$ cat src/hw/serial_port_pkg.sv
// serial port package: sync bit positions, parity modes, engine states
// assumes one 40 MHz clock and a host that programs the bit divisor
package serial_port_pkg;

  // positions in the pin synchroniser vector
  localparam int SYNC_W = 9;
  localparam int S_RXD = 0;
  localparam int S_CTS = 1;
  localparam int S_DSR = 2;
  localparam int S_DCD = 3;
  localparam int S_RI = 4;
  localparam int S_SQ = 5;
  localparam int S_TM = 6;
  localparam int S_SEC_CD = 7;
  localparam int S_SEC_CTS = 8;
  // synchroniser reset value: receive line at mark, all indications off
  localparam logic [8:0] SYNC_RESET = 9'h001;

  // frame shape
  localparam int DATA_W = 8;
  localparam int DIV_W = 16;
  localparam logic [3:0] BITS_8 = 4'h8;
  localparam logic [3:0] BITS_7 = 4'h7;

  typedef enum logic [2:0] {PAR_NONE, PAR_ODD, PAR_EVEN, PAR_MARK, PAR_SPACE} parity_t;
  typedef enum logic [2:0] {TX_IDLE, TX_START, TX_DATA, TX_PAR, TX_STOP} tx_state_t;
  typedef enum logic [2:0] {RX_IDLE, RX_START, RX_DATA, RX_PAR, RX_STOP} rx_state_t;

endpackage : serial_port_pkg

$ cat src/hw/serial_port.sv
// terminal-side rs232 port: async framer, receiver and modem control lines
// assumes pins arrive asynchronously and a host on the same clock
//
// How it works
// - transmit line rests at mark whenever no character is in flight.
// - request to send raised while the host offers data; in full duplex also while terminal ready is on.
// - terminal ready output follows host; dropping it hangs up the modem.
// - terminal drives its own transmit timing clock at the bit rate.
// - host-controlled local loopback output to the local modem.
// - host-controlled remote loopback output, relayed by the local modem.
// - signal quality off marks the received character as suspect.
// - host drives the data rate select line.
// - secondary request follows the host; secondary clear and carrier lines are reported to it.
// - odd or even parity bit appended and checked; none sends no bit.
// - mark parity sends a one, space parity sends a zero.
// - eight data, one stop, no parity gives ten bit periods.
// - seven data, one stop, no parity gives nine bit periods.
// - eight data, even parity, one stop gives eleven bit periods.
// - in half duplex request to send drops once the data is sent.
// - frame is start, data, optional parity, then one or two stops.
`timescale 1ns/10ps
module serial_port (
  input wire logic clock,
  input wire logic reset_n,
  input wire logic [15:0] bit_div,
  input wire logic eight_bits,
  input wire serial_port_pkg::parity_t parity_mode,
  input wire logic two_stops,
  input wire logic half_duplex,
  input wire logic cts_flow,
  input wire logic dtr_en,
  input wire logic local_loop_en,
  input wire logic remote_loop_en,
  input wire logic rate_sel_en,
  input wire logic sec_rts_en,
  input wire logic ring_clear,
  input wire logic [7:0] tx_data,
  input wire logic tx_valid,
  output logic tx_ready,
  output logic [7:0] rx_data,
  output logic rx_valid,
  output logic rx_parity_err,
  output logic rx_frame_err,
  output logic rx_suspect,
  output logic dsr_on,
  output logic dcd_on,
  output logic cts_on,
  output logic test_mode_on,
  output logic sec_cd_on,
  output logic sec_cts_on,
  output logic ring_seen,
  output logic ring_pulse,
  input wire logic rxd_pin,
  input wire logic cts_pin,
  input wire logic dsr_pin,
  input wire logic dcd_pin,
  input wire logic ri_pin,
  input wire logic sq_pin,
  input wire logic tm_pin,
  input wire logic sec_cd_pin,
  input wire logic sec_cts_pin,
  output logic txd_pin,
  output logic rts_pin,
  output logic dtr_pin,
  output logic local_loop_pin,
  output logic remote_loop_pin,
  output logic rate_sel_pin,
  output logic sec_rts_pin,
  output logic term_tc_pin
);

  typedef struct packed {
    logic [8:0] sync1;
    logic [8:0] sync2;
    logic ri_prev;
    logic ring_seen;
    logic ring_pulse;
    logic rts;
    logic dtr;
    logic lloop;
    logic rloop;
    logic rsel;
    logic sec_rts;
    logic tc;
    logic [15:0] tc_cnt;
    serial_port_pkg::tx_state_t tx_st;
    logic [7:0] tx_sh;
    logic [3:0] tx_bit;
    logic [15:0] tx_cnt;
    logic tx_par;
    logic txd;
    serial_port_pkg::rx_state_t rx_st;
    logic [7:0] rx_sh;
    logic [3:0] rx_bit;
    logic [15:0] rx_cnt;
    logic rx_acc;
    logic [7:0] rx_data;
    logic rx_valid;
    logic rx_perr;
    logic rx_ferr;
    logic rx_susp;
  } state_t;

  state_t q;
  state_t d;
  logic [8:0] s;
  logic [3:0] nbits;
  logic tx_tick;
  logic rx_tick;
  logic rx_mid;
  logic tx_take;
  logic par_expect;

  assign s = q.sync2;
  assign nbits = eight_bits ? serial_port_pkg::BITS_8 : serial_port_pkg::BITS_7;
  assign tx_tick = (q.tx_cnt == bit_div - 16'h0001);
  assign rx_tick = (q.rx_cnt == bit_div - 16'h0001);
  assign rx_mid = (q.rx_cnt == {1'b0, bit_div[15:1]});
  assign tx_ready = (q.tx_st == serial_port_pkg::TX_IDLE) && (!cts_flow || s[serial_port_pkg::S_CTS]);
  assign tx_take = tx_ready && tx_valid;

  // expected check bit for the received data
  always_comb begin
    par_expect = 1'b0;
    unique case (parity_mode)
      serial_port_pkg::PAR_ODD: par_expect = ~^q.rx_sh;
      serial_port_pkg::PAR_EVEN: par_expect = ^q.rx_sh;
      serial_port_pkg::PAR_MARK: par_expect = 1'b1;
      serial_port_pkg::PAR_SPACE: par_expect = 1'b0;
      serial_port_pkg::PAR_NONE: par_expect = 1'b0;
    endcase
  end

  always_comb begin
    d = q;
    d.sync1 = {sec_cts_pin, sec_cd_pin, tm_pin, sq_pin, ri_pin, dcd_pin, dsr_pin, cts_pin, rxd_pin};
    d.sync2 = q.sync1;
    ////////////////////////////////////////////////////////////////////////////////
    // modem control
    d.ri_prev = s[serial_port_pkg::S_RI];
    d.ring_pulse = s[serial_port_pkg::S_RI] && !q.ri_prev;
    d.ring_seen = d.ring_pulse || (q.ring_seen && !ring_clear);
    d.dtr = dtr_en;
    d.lloop = local_loop_en;
    d.rloop = remote_loop_en;
    d.rsel = rate_sel_en;
    d.sec_rts = sec_rts_en;
    if (half_duplex) begin
      d.rts = tx_valid || (q.tx_st != serial_port_pkg::TX_IDLE);
    end else begin
      d.rts = dtr_en || tx_valid;
    end
    // terminal transmit timing clock, one cycle per bit period
    d.tc_cnt = q.tc_cnt + 16'h0001;
    if (q.tc_cnt == bit_div - 16'h0001) begin
      d.tc_cnt = '0;
      d.tc = 1'b1;
    end else if (q.tc_cnt == {1'b0, bit_div[15:1]}) begin
      d.tc = 1'b0;
    end
    ////////////////////////////////////////////////////////////////////////////////
    // transmitter
    d.tx_cnt = tx_tick ? '0 : q.tx_cnt + 16'h0001;
    unique case (q.tx_st)
      serial_port_pkg::TX_IDLE: begin
        d.txd = 1'b1;
        d.tx_cnt = '0;
        if (tx_take) begin
          d.tx_sh = eight_bits ? tx_data : {1'b0, tx_data[6:0]};
          unique case (parity_mode)
            serial_port_pkg::PAR_ODD: d.tx_par = ~^d.tx_sh;
            serial_port_pkg::PAR_EVEN: d.tx_par = ^d.tx_sh;
            serial_port_pkg::PAR_MARK: d.tx_par = 1'b1;
            serial_port_pkg::PAR_SPACE: d.tx_par = 1'b0;
            serial_port_pkg::PAR_NONE: d.tx_par = 1'b1;
          endcase
          d.tx_bit = '0;
          d.txd = 1'b0;
          d.tx_st = serial_port_pkg::TX_START;
        end
      end
      serial_port_pkg::TX_START: begin
        if (tx_tick) begin
          d.txd = q.tx_sh[0];
          d.tx_sh = {1'b0, q.tx_sh[7:1]};
          d.tx_bit = 4'h1;
          d.tx_st = serial_port_pkg::TX_DATA;
        end
      end
      serial_port_pkg::TX_DATA: begin
        if (tx_tick) begin
          if (q.tx_bit == nbits) begin
            d.tx_bit = '0;
            if (parity_mode == serial_port_pkg::PAR_NONE) begin
              d.txd = 1'b1;
              d.tx_st = serial_port_pkg::TX_STOP;
            end else begin
              d.txd = q.tx_par;
              d.tx_st = serial_port_pkg::TX_PAR;
            end
          end else begin
            d.txd = q.tx_sh[0];
            d.tx_sh = {1'b0, q.tx_sh[7:1]};
            d.tx_bit = q.tx_bit + 4'h1;
          end
        end
      end
      serial_port_pkg::TX_PAR: begin
        if (tx_tick) begin
          d.txd = 1'b1;
          d.tx_bit = '0;
          d.tx_st = serial_port_pkg::TX_STOP;
        end
      end
      serial_port_pkg::TX_STOP: begin
        d.txd = 1'b1;
        if (tx_tick) begin
          if (two_stops && q.tx_bit == 4'h0) begin
            d.tx_bit = 4'h1;
          end else begin
            d.tx_st = serial_port_pkg::TX_IDLE;
          end
        end
      end
    endcase
    ////////////////////////////////////////////////////////////////////////////////
    // receiver
    d.rx_valid = 1'b0;
    d.rx_cnt = rx_tick ? '0 : q.rx_cnt + 16'h0001;
    unique case (q.rx_st)
      serial_port_pkg::RX_IDLE: begin
        d.rx_cnt = '0;
        if (!s[serial_port_pkg::S_RXD]) begin
          d.rx_cnt = 16'h0001; // count detect cycle, samples land mid-bit
          d.rx_st = serial_port_pkg::RX_START;
        end
      end
      serial_port_pkg::RX_START: begin
        if (rx_mid) begin
          d.rx_cnt = '0;
          d.rx_bit = '0;
          d.rx_sh = '0;
          d.rx_st = s[serial_port_pkg::S_RXD] ? serial_port_pkg::RX_IDLE : serial_port_pkg::RX_DATA;
        end
      end
      serial_port_pkg::RX_DATA: begin
        if (rx_tick) begin
          d.rx_sh = eight_bits ? {s[serial_port_pkg::S_RXD], q.rx_sh[7:1]}
                               : {1'b0, s[serial_port_pkg::S_RXD], q.rx_sh[6:1]};
          d.rx_bit = q.rx_bit + 4'h1;
          if (d.rx_bit == nbits) begin
            d.rx_st = (parity_mode == serial_port_pkg::PAR_NONE) ? serial_port_pkg::RX_STOP
                                                                  : serial_port_pkg::RX_PAR;
          end
        end
      end
      serial_port_pkg::RX_PAR: begin
        if (rx_tick) begin
          d.rx_acc = (s[serial_port_pkg::S_RXD] != par_expect);
          d.rx_st = serial_port_pkg::RX_STOP;
        end
      end
      serial_port_pkg::RX_STOP: begin
        if (rx_tick) begin
          d.rx_data = q.rx_sh;
          d.rx_valid = 1'b1;
          d.rx_perr = (parity_mode != serial_port_pkg::PAR_NONE) && q.rx_acc;
          d.rx_ferr = !s[serial_port_pkg::S_RXD];
          d.rx_susp = !s[serial_port_pkg::S_SQ];
          d.rx_acc = 1'b0;
          d.rx_st = serial_port_pkg::RX_IDLE;
        end
      end
    endcase
    if (!reset_n) begin
      d = '0;
      d.txd = 1'b1;
      d.sync1 = serial_port_pkg::SYNC_RESET;
      d.sync2 = serial_port_pkg::SYNC_RESET;
    end
  end

  always_ff @(posedge clock) begin
    q <= d;
  end

  ////////////////////////////////////////////////////////////////////////////////
  // outputs
  assign txd_pin = q.txd;
  assign rts_pin = q.rts;
  assign dtr_pin = q.dtr;
  assign local_loop_pin = q.lloop;
  assign remote_loop_pin = q.rloop;
  assign rate_sel_pin = q.rsel;
  assign sec_rts_pin = q.sec_rts;
  assign term_tc_pin = q.tc;
  assign rx_data = q.rx_data;
  assign rx_valid = q.rx_valid;
  assign rx_parity_err = q.rx_perr;
  assign rx_frame_err = q.rx_ferr;
  assign rx_suspect = q.rx_susp;
  assign dsr_on = s[serial_port_pkg::S_DSR];
  assign dcd_on = s[serial_port_pkg::S_DCD];
  assign cts_on = s[serial_port_pkg::S_CTS];
  assign test_mode_on = s[serial_port_pkg::S_TM];
  assign sec_cd_on = s[serial_port_pkg::S_SEC_CD];
  assign sec_cts_on = s[serial_port_pkg::S_SEC_CTS];
  assign ring_seen = q.ring_seen;
  assign ring_pulse = q.ring_pulse;

  ////////////////////////////////////////////////////////////////////////////////
  // assertions
  property p_idle_mark;
    @(posedge clock) disable iff (!reset_n)
      (q.tx_st == serial_port_pkg::TX_IDLE) |-> txd_pin;
  endproperty
  a_idle_mark: assert property (p_idle_mark) else $error("line not at mark when idle");

  property p_wait_cts;
    @(posedge clock) disable iff (!reset_n)
      (cts_flow && !cts_on && q.tx_st == serial_port_pkg::TX_IDLE) |=> (q.tx_st == serial_port_pkg::TX_IDLE);
  endproperty
  a_wait_cts: assert property (p_wait_cts) else $error("frame started without cts");

  property p_dtr;
    @(posedge clock) disable iff (!reset_n)
      ##1 (dtr_pin == $past(dtr_en));
  endproperty
  a_dtr: assert property (p_dtr) else $error("dtr does not follow host");

  property p_start_space;
    @(posedge clock) disable iff (!reset_n)
      (q.tx_st == serial_port_pkg::TX_START) |-> !txd_pin;
  endproperty
  a_start_space: assert property (p_start_space) else $error("start bit not space");

  property p_stop_mark;
    @(posedge clock) disable iff (!reset_n)
      (q.tx_st == serial_port_pkg::TX_STOP) |-> txd_pin;
  endproperty
  a_stop_mark: assert property (p_stop_mark) else $error("stop bit not mark");

  property p_half_rts;
    @(posedge clock) disable iff (!reset_n)
      (half_duplex && !tx_valid && q.tx_st == serial_port_pkg::TX_IDLE) |=> !rts_pin;
  endproperty
  a_half_rts: assert property (p_half_rts) else $error("rts held after data sent");

  property p_ring;
    @(posedge clock) disable iff (!reset_n)
      (s[serial_port_pkg::S_RI] && !q.ri_prev) |=> (ring_seen && ring_pulse);
  endproperty
  a_ring: assert property (p_ring) else $error("ring not flagged");

  property p_par_fixed;
    @(posedge clock) disable iff (!reset_n)
      (q.tx_st == serial_port_pkg::TX_PAR && parity_mode == serial_port_pkg::PAR_MARK) |-> txd_pin;
  endproperty
  a_par_fixed: assert property (p_par_fixed) else $error("mark parity not sent as one");

  property p_no_par;
    @(posedge clock) disable iff (!reset_n)
      (parity_mode == serial_port_pkg::PAR_NONE) |-> (q.tx_st != serial_port_pkg::TX_PAR);
  endproperty
  a_no_par: assert property (p_no_par) else $error("parity bit sent with none");

  property p_suspect;
    @(posedge clock) disable iff (!reset_n)
      (q.rx_st == serial_port_pkg::RX_STOP && rx_tick && !s[serial_port_pkg::S_SQ]) |=> rx_suspect;
  endproperty
  a_suspect: assert property (p_suspect) else $error("poor quality not flagged");

  c_send: cover property (@(posedge clock) disable iff (!reset_n) tx_take);
  c_recv: cover property (@(posedge clock) disable iff (!reset_n) rx_valid);
  c_perr: cover property (@(posedge clock) disable iff (!reset_n) rx_valid && rx_parity_err);
  c_ring: cover property (@(posedge clock) disable iff (!reset_n) ring_pulse);

endmodule : serial_port

$ cat config.mk
export PLATFORM = sky130hd
export DESIGN_NAME = serial_port
export DESIGN_NICKNAME = d
export VERILOG_FILES = /design/src/hw/serial_port_pkg.sv /design/src/hw/serial_port.sv
export SDC_FILE = /design/constraint.sdc
export NUM_CORES = 1
export LEC_CHECK = 0
export BUFFER_PORTS_ARGS = -buffer_cell sky130_fd_sc_hd__clkbuf_2
export CORE_MARGIN = 3
export CORE_UTILIZATION = 60
export DETAILED_ROUTE_END_ITERATION = 7
export PLACE_DENSITY = 0.81
export SYNTH_ARGS = -nofsm -noshare
export SYNTH_HDL_FRONTEND = slang
export SYNTH_SLANG_ARGS = --single-unit
export TNS_END_PERCENT = 5
$ cat constraint.sdc
create_clock -name clock -period 3.7 [get_ports clock]
set_input_delay 0.555 -clock clock [delete_from_list [all_inputs] [get_ports clock]]
set_output_delay 0.555 -clock clock [all_outputs]
set_load 0.005 [all_outputs]
==> run_results.csv <==
group,metric,value,unit
floorplanning,ios,78,
grt,grt_pass1_vias,5970,
worst_setup_path,worstPathRequired,4.01,ns
finish,drive_above_1_share,17.8,%
detailed_routing,drt_iter0_markers,570,
worst_setup_path,cp_slowest_cell,"nor3_1",
clock_tree,clock_sinks,121,
power,internal-power,2750,uW
clock_tree,ctsHoldBuffers,0,
synthesis,syn_inst,868,
worst_setup_path,path_cells,"clkbuf_2 -> buf_4 -> nor3_1 -> a22oi_1 -> o211ai_1 -> o2111ai_1 -> or4b_1 -> o21ai_4 -> buf_12 -> a21oi_1 -> a311oi_1",
clock_tree,cts_inserted_buffers,17,
clock_tree,cts_tree,"done",
detailed_routing,post-route-drc-count,0,
sta,period_share,89.3,%
synthesis,synth_area_leaders,"dfxtp_1 (33%), xnor2_1 (7.9%), xor2_1 (7.9%)",
hold_path,hold_path.class,"in -> reg",
clock_tree,cts_resized,0,
finish,postLayoutCoreUtil,72.6,%
detailed_routing,viasPerCell,5.94,
clock_tree,post_cts_buffers,0,
placed_design,io_buffer_count,77,
power,power.switching,1030,uW
grt,track_usage,27.8,%
synthesis,synth_edf_count,0,
sta,rsz0062_at_grt,"false",
floorplanning,design.die.area,13600,um2
finish,largest_register_ffs,90,
sta,timing.fmax,0.303,GHz
synthesis,yosysMostFrequentCell,"dfxtp_1",
detailed_routing,ant_nets,0,
synthesis,ys_warn_count,0,
grt,grt_antenna_before_repair,0,
floorplanning,initial_core_util,62.9,%
floorplanning,std_cell_rows,39,
floorplanning,die_h,117,um
detailed_routing,dr_total_vias,6456,
detailed_routing,post_drt_wl_per_cell,16.6,um
sta,hold_viol,0,
sta,min_period,3.30,ns
flow_run,drv_cap,0,
finish,area_growth,15.4,%
status,status,"complete, no violations",
power,clockPowerShare,43.0,%
clock_tree,clock_latency,0.42,ns
sta,drv_slew,0,
synthesis,syn_nets,924,
floorplanning,die_width,117,um
sta,fin_skew,0.00657,ns
clock_tree,htreeDepth,4,
synthesis,async_flop_share,0,%
synthesis,ys_ff_latch,121,
power,p_comb_share,18.8,%
synthesis,seq_area_frac_synth,33.0,%
clock_tree,cts_root_buf,"clkbuf_16",
detailed_routing,drt_wl_total,18100,um
worst_setup_path,cp_max_fo,15,
synthesis,synth_top_area_cell,"dfxtp_1",
power,peakVddDrop,0.390,mV
synthesis,synth_cell_types,76,
worst_setup_path,slowest_delay,0.69,ns
synthesis,synth_common_cells,"dfxtp_1 (121), nor2_1 (102), xnor2_1 (66), xor2_1 (66), nand2_1 (51)",
finish,nets,987,
worst_setup_path,crit_type,"in -> reg",
power,p_leak,0.00345,uW
placed_design,gp_congestion,0.945,
worst_setup_path,critPathLaunchType,"primary input",
clock_tree,cts_max_path_buffers,2,
floorplanning,core,11700,um2
synthesis,synth_top_area_share,33.0,%
sta,slew_headroom,28.8,%
power,p_sw_share,27.3,%
finish,diodes,0,
power,seq_power_share,38.2,%
clock_tree,path_clk_slew,0.05,ns
grt,grt_pass1_wl,29600,um
grt,grt_start_max_net_pins,51,
placed_design,dp_hpwl,12900,um
synthesis,avgSynthCellArea,8.45,um2
sta,finalSetupViolations,0,
synthesis,synth_area,7330,um2
finish,top_register,"q",
worst_setup_path,end_kind,"register",
synthesis,synth_ff_type,"dfxtp_1",
power,power.density,447,nW/um2
sta,fin_setup_tns,0,ns
sta,worstMarginPinSlew,1.07,ns
worst_setup_path,crit_arrival,3.62,ns
grt,overflow,0,
detailed_routing,dr.pass1.iters,7,
-- worst paths after layout --
| path | from | to | slack (ns) | depth (start not counted) |
|---|---|---|---|---|
| setup / recovery | bit_div[3] | q[66]$_SDFFE_PN0P_ | 0.40 | 11 |
| hold / removal | ring_clear | ring_seen$_SDFF_PN0_ | 0.33 | 2 |
| setup reg to reg | q[17]$_SDFF_PN0_ | rx_data[1]$_SDFFE_PN0P_ | 0.55 | 9 |
| hold reg to reg | q[118]$_SDFF_PN0_ | s[6]$_SDFF_PN0_ | 0.43 | 1 |
-- critical path: cells and delay by family --
family	cells	cell delay, ns
buf+inv	3	0.45
compound gates	6	1.22
simple gates	2	1.37
-- metal layers --
metal,GRT usage [%],share of wire (%),vias up
li1,-,-,3136
met1,37.8,44,3020
met2,42.6,46,260
met3,7.62,7.7,40
met4,9.94,2.2,0
met5,0,0,-
-- cells by family after synthesis --
| logic type | share of synthesized area, % |
|---|---|
| and+or+nand+nor | 25.6 |
| xor gates and xnor gates | 19.8 |
| AOI/OAI and AO/OA | 12.0 |
| DFF | 33.0 |
| buffers and inverters | 5.72 |
| muxes | 2.73 |
| adders and majority gates | 1.19 |
-- cell usage in the layout, fill, tap and decap left out, types with 4 or more instances in the layout --
cell type    n
or4_1        5
nor3_1      17
o211ai_1     7
and3_1      15
nand2_1     51
mux2i_1     20
a21oi_1     28
nor4_1      20
a31oi_1      9
a311oi_1     6
a22oi_1      5
clkbuf_1     4
and2_1      23
clkbuf_2    77
nor2_1     102
nor3b_1      6
nand4_1     12
inv_1       24
buf_4       34
nand3_1     44
a211oi_1     4
dfxtp_1    121
nor2b_1      9
or3_1       13
ha_1         7
clkbuf_8     4
o21ai_0     19
clkbuf_16   17
xnor2_1     66
xnor3_1     12
a31o_2       9
nand2b_1    15
xor2_1      66
-- metrics by stage --
stage               power [uW]  hold WS, ns  setup WS, ns  std cells  instance area, um2
detailed placement        2160        0.405        0.0645       1055                7880
global placement          2150        0.401         0.136       1055                7880
CTS                       3790        0.322         0.419       1087                8460
floorplan                 1970        0.386         0.232        868                7330
global route              3930        0.329         0.221       1087                8460
finish                    3780        0.333         0.397       1087                8460
-- layout make-up --
| cell class | count | area [um2] |
|---|---|---|
| fill | 880 | 3200 |
| sequential | 121 | 2420 |
| inverter | 25 | 93.8 |
| multi-input combinational | 653 | 4500 |
| timing repair buffer | 113 | 681 |
| clock buffer | 25 | 495 |
| clock inverter | 7 | 90.1 |
| tap | 143 | 179 |
-- power by group through the flow --
stage | logic, uW | registers [uW] | clock network (uW)
after floorplan | 539 | 1430 | 0
after detailed placement | 696 | 1470 | 0
after global routing | 779 | 1450 | 1700
after global placement | 687 | 1470 | 0
after CTS | 709 | 1440 | 1640
final | 711 | 1440 | 1630
(Power assumes the default switching activity.)
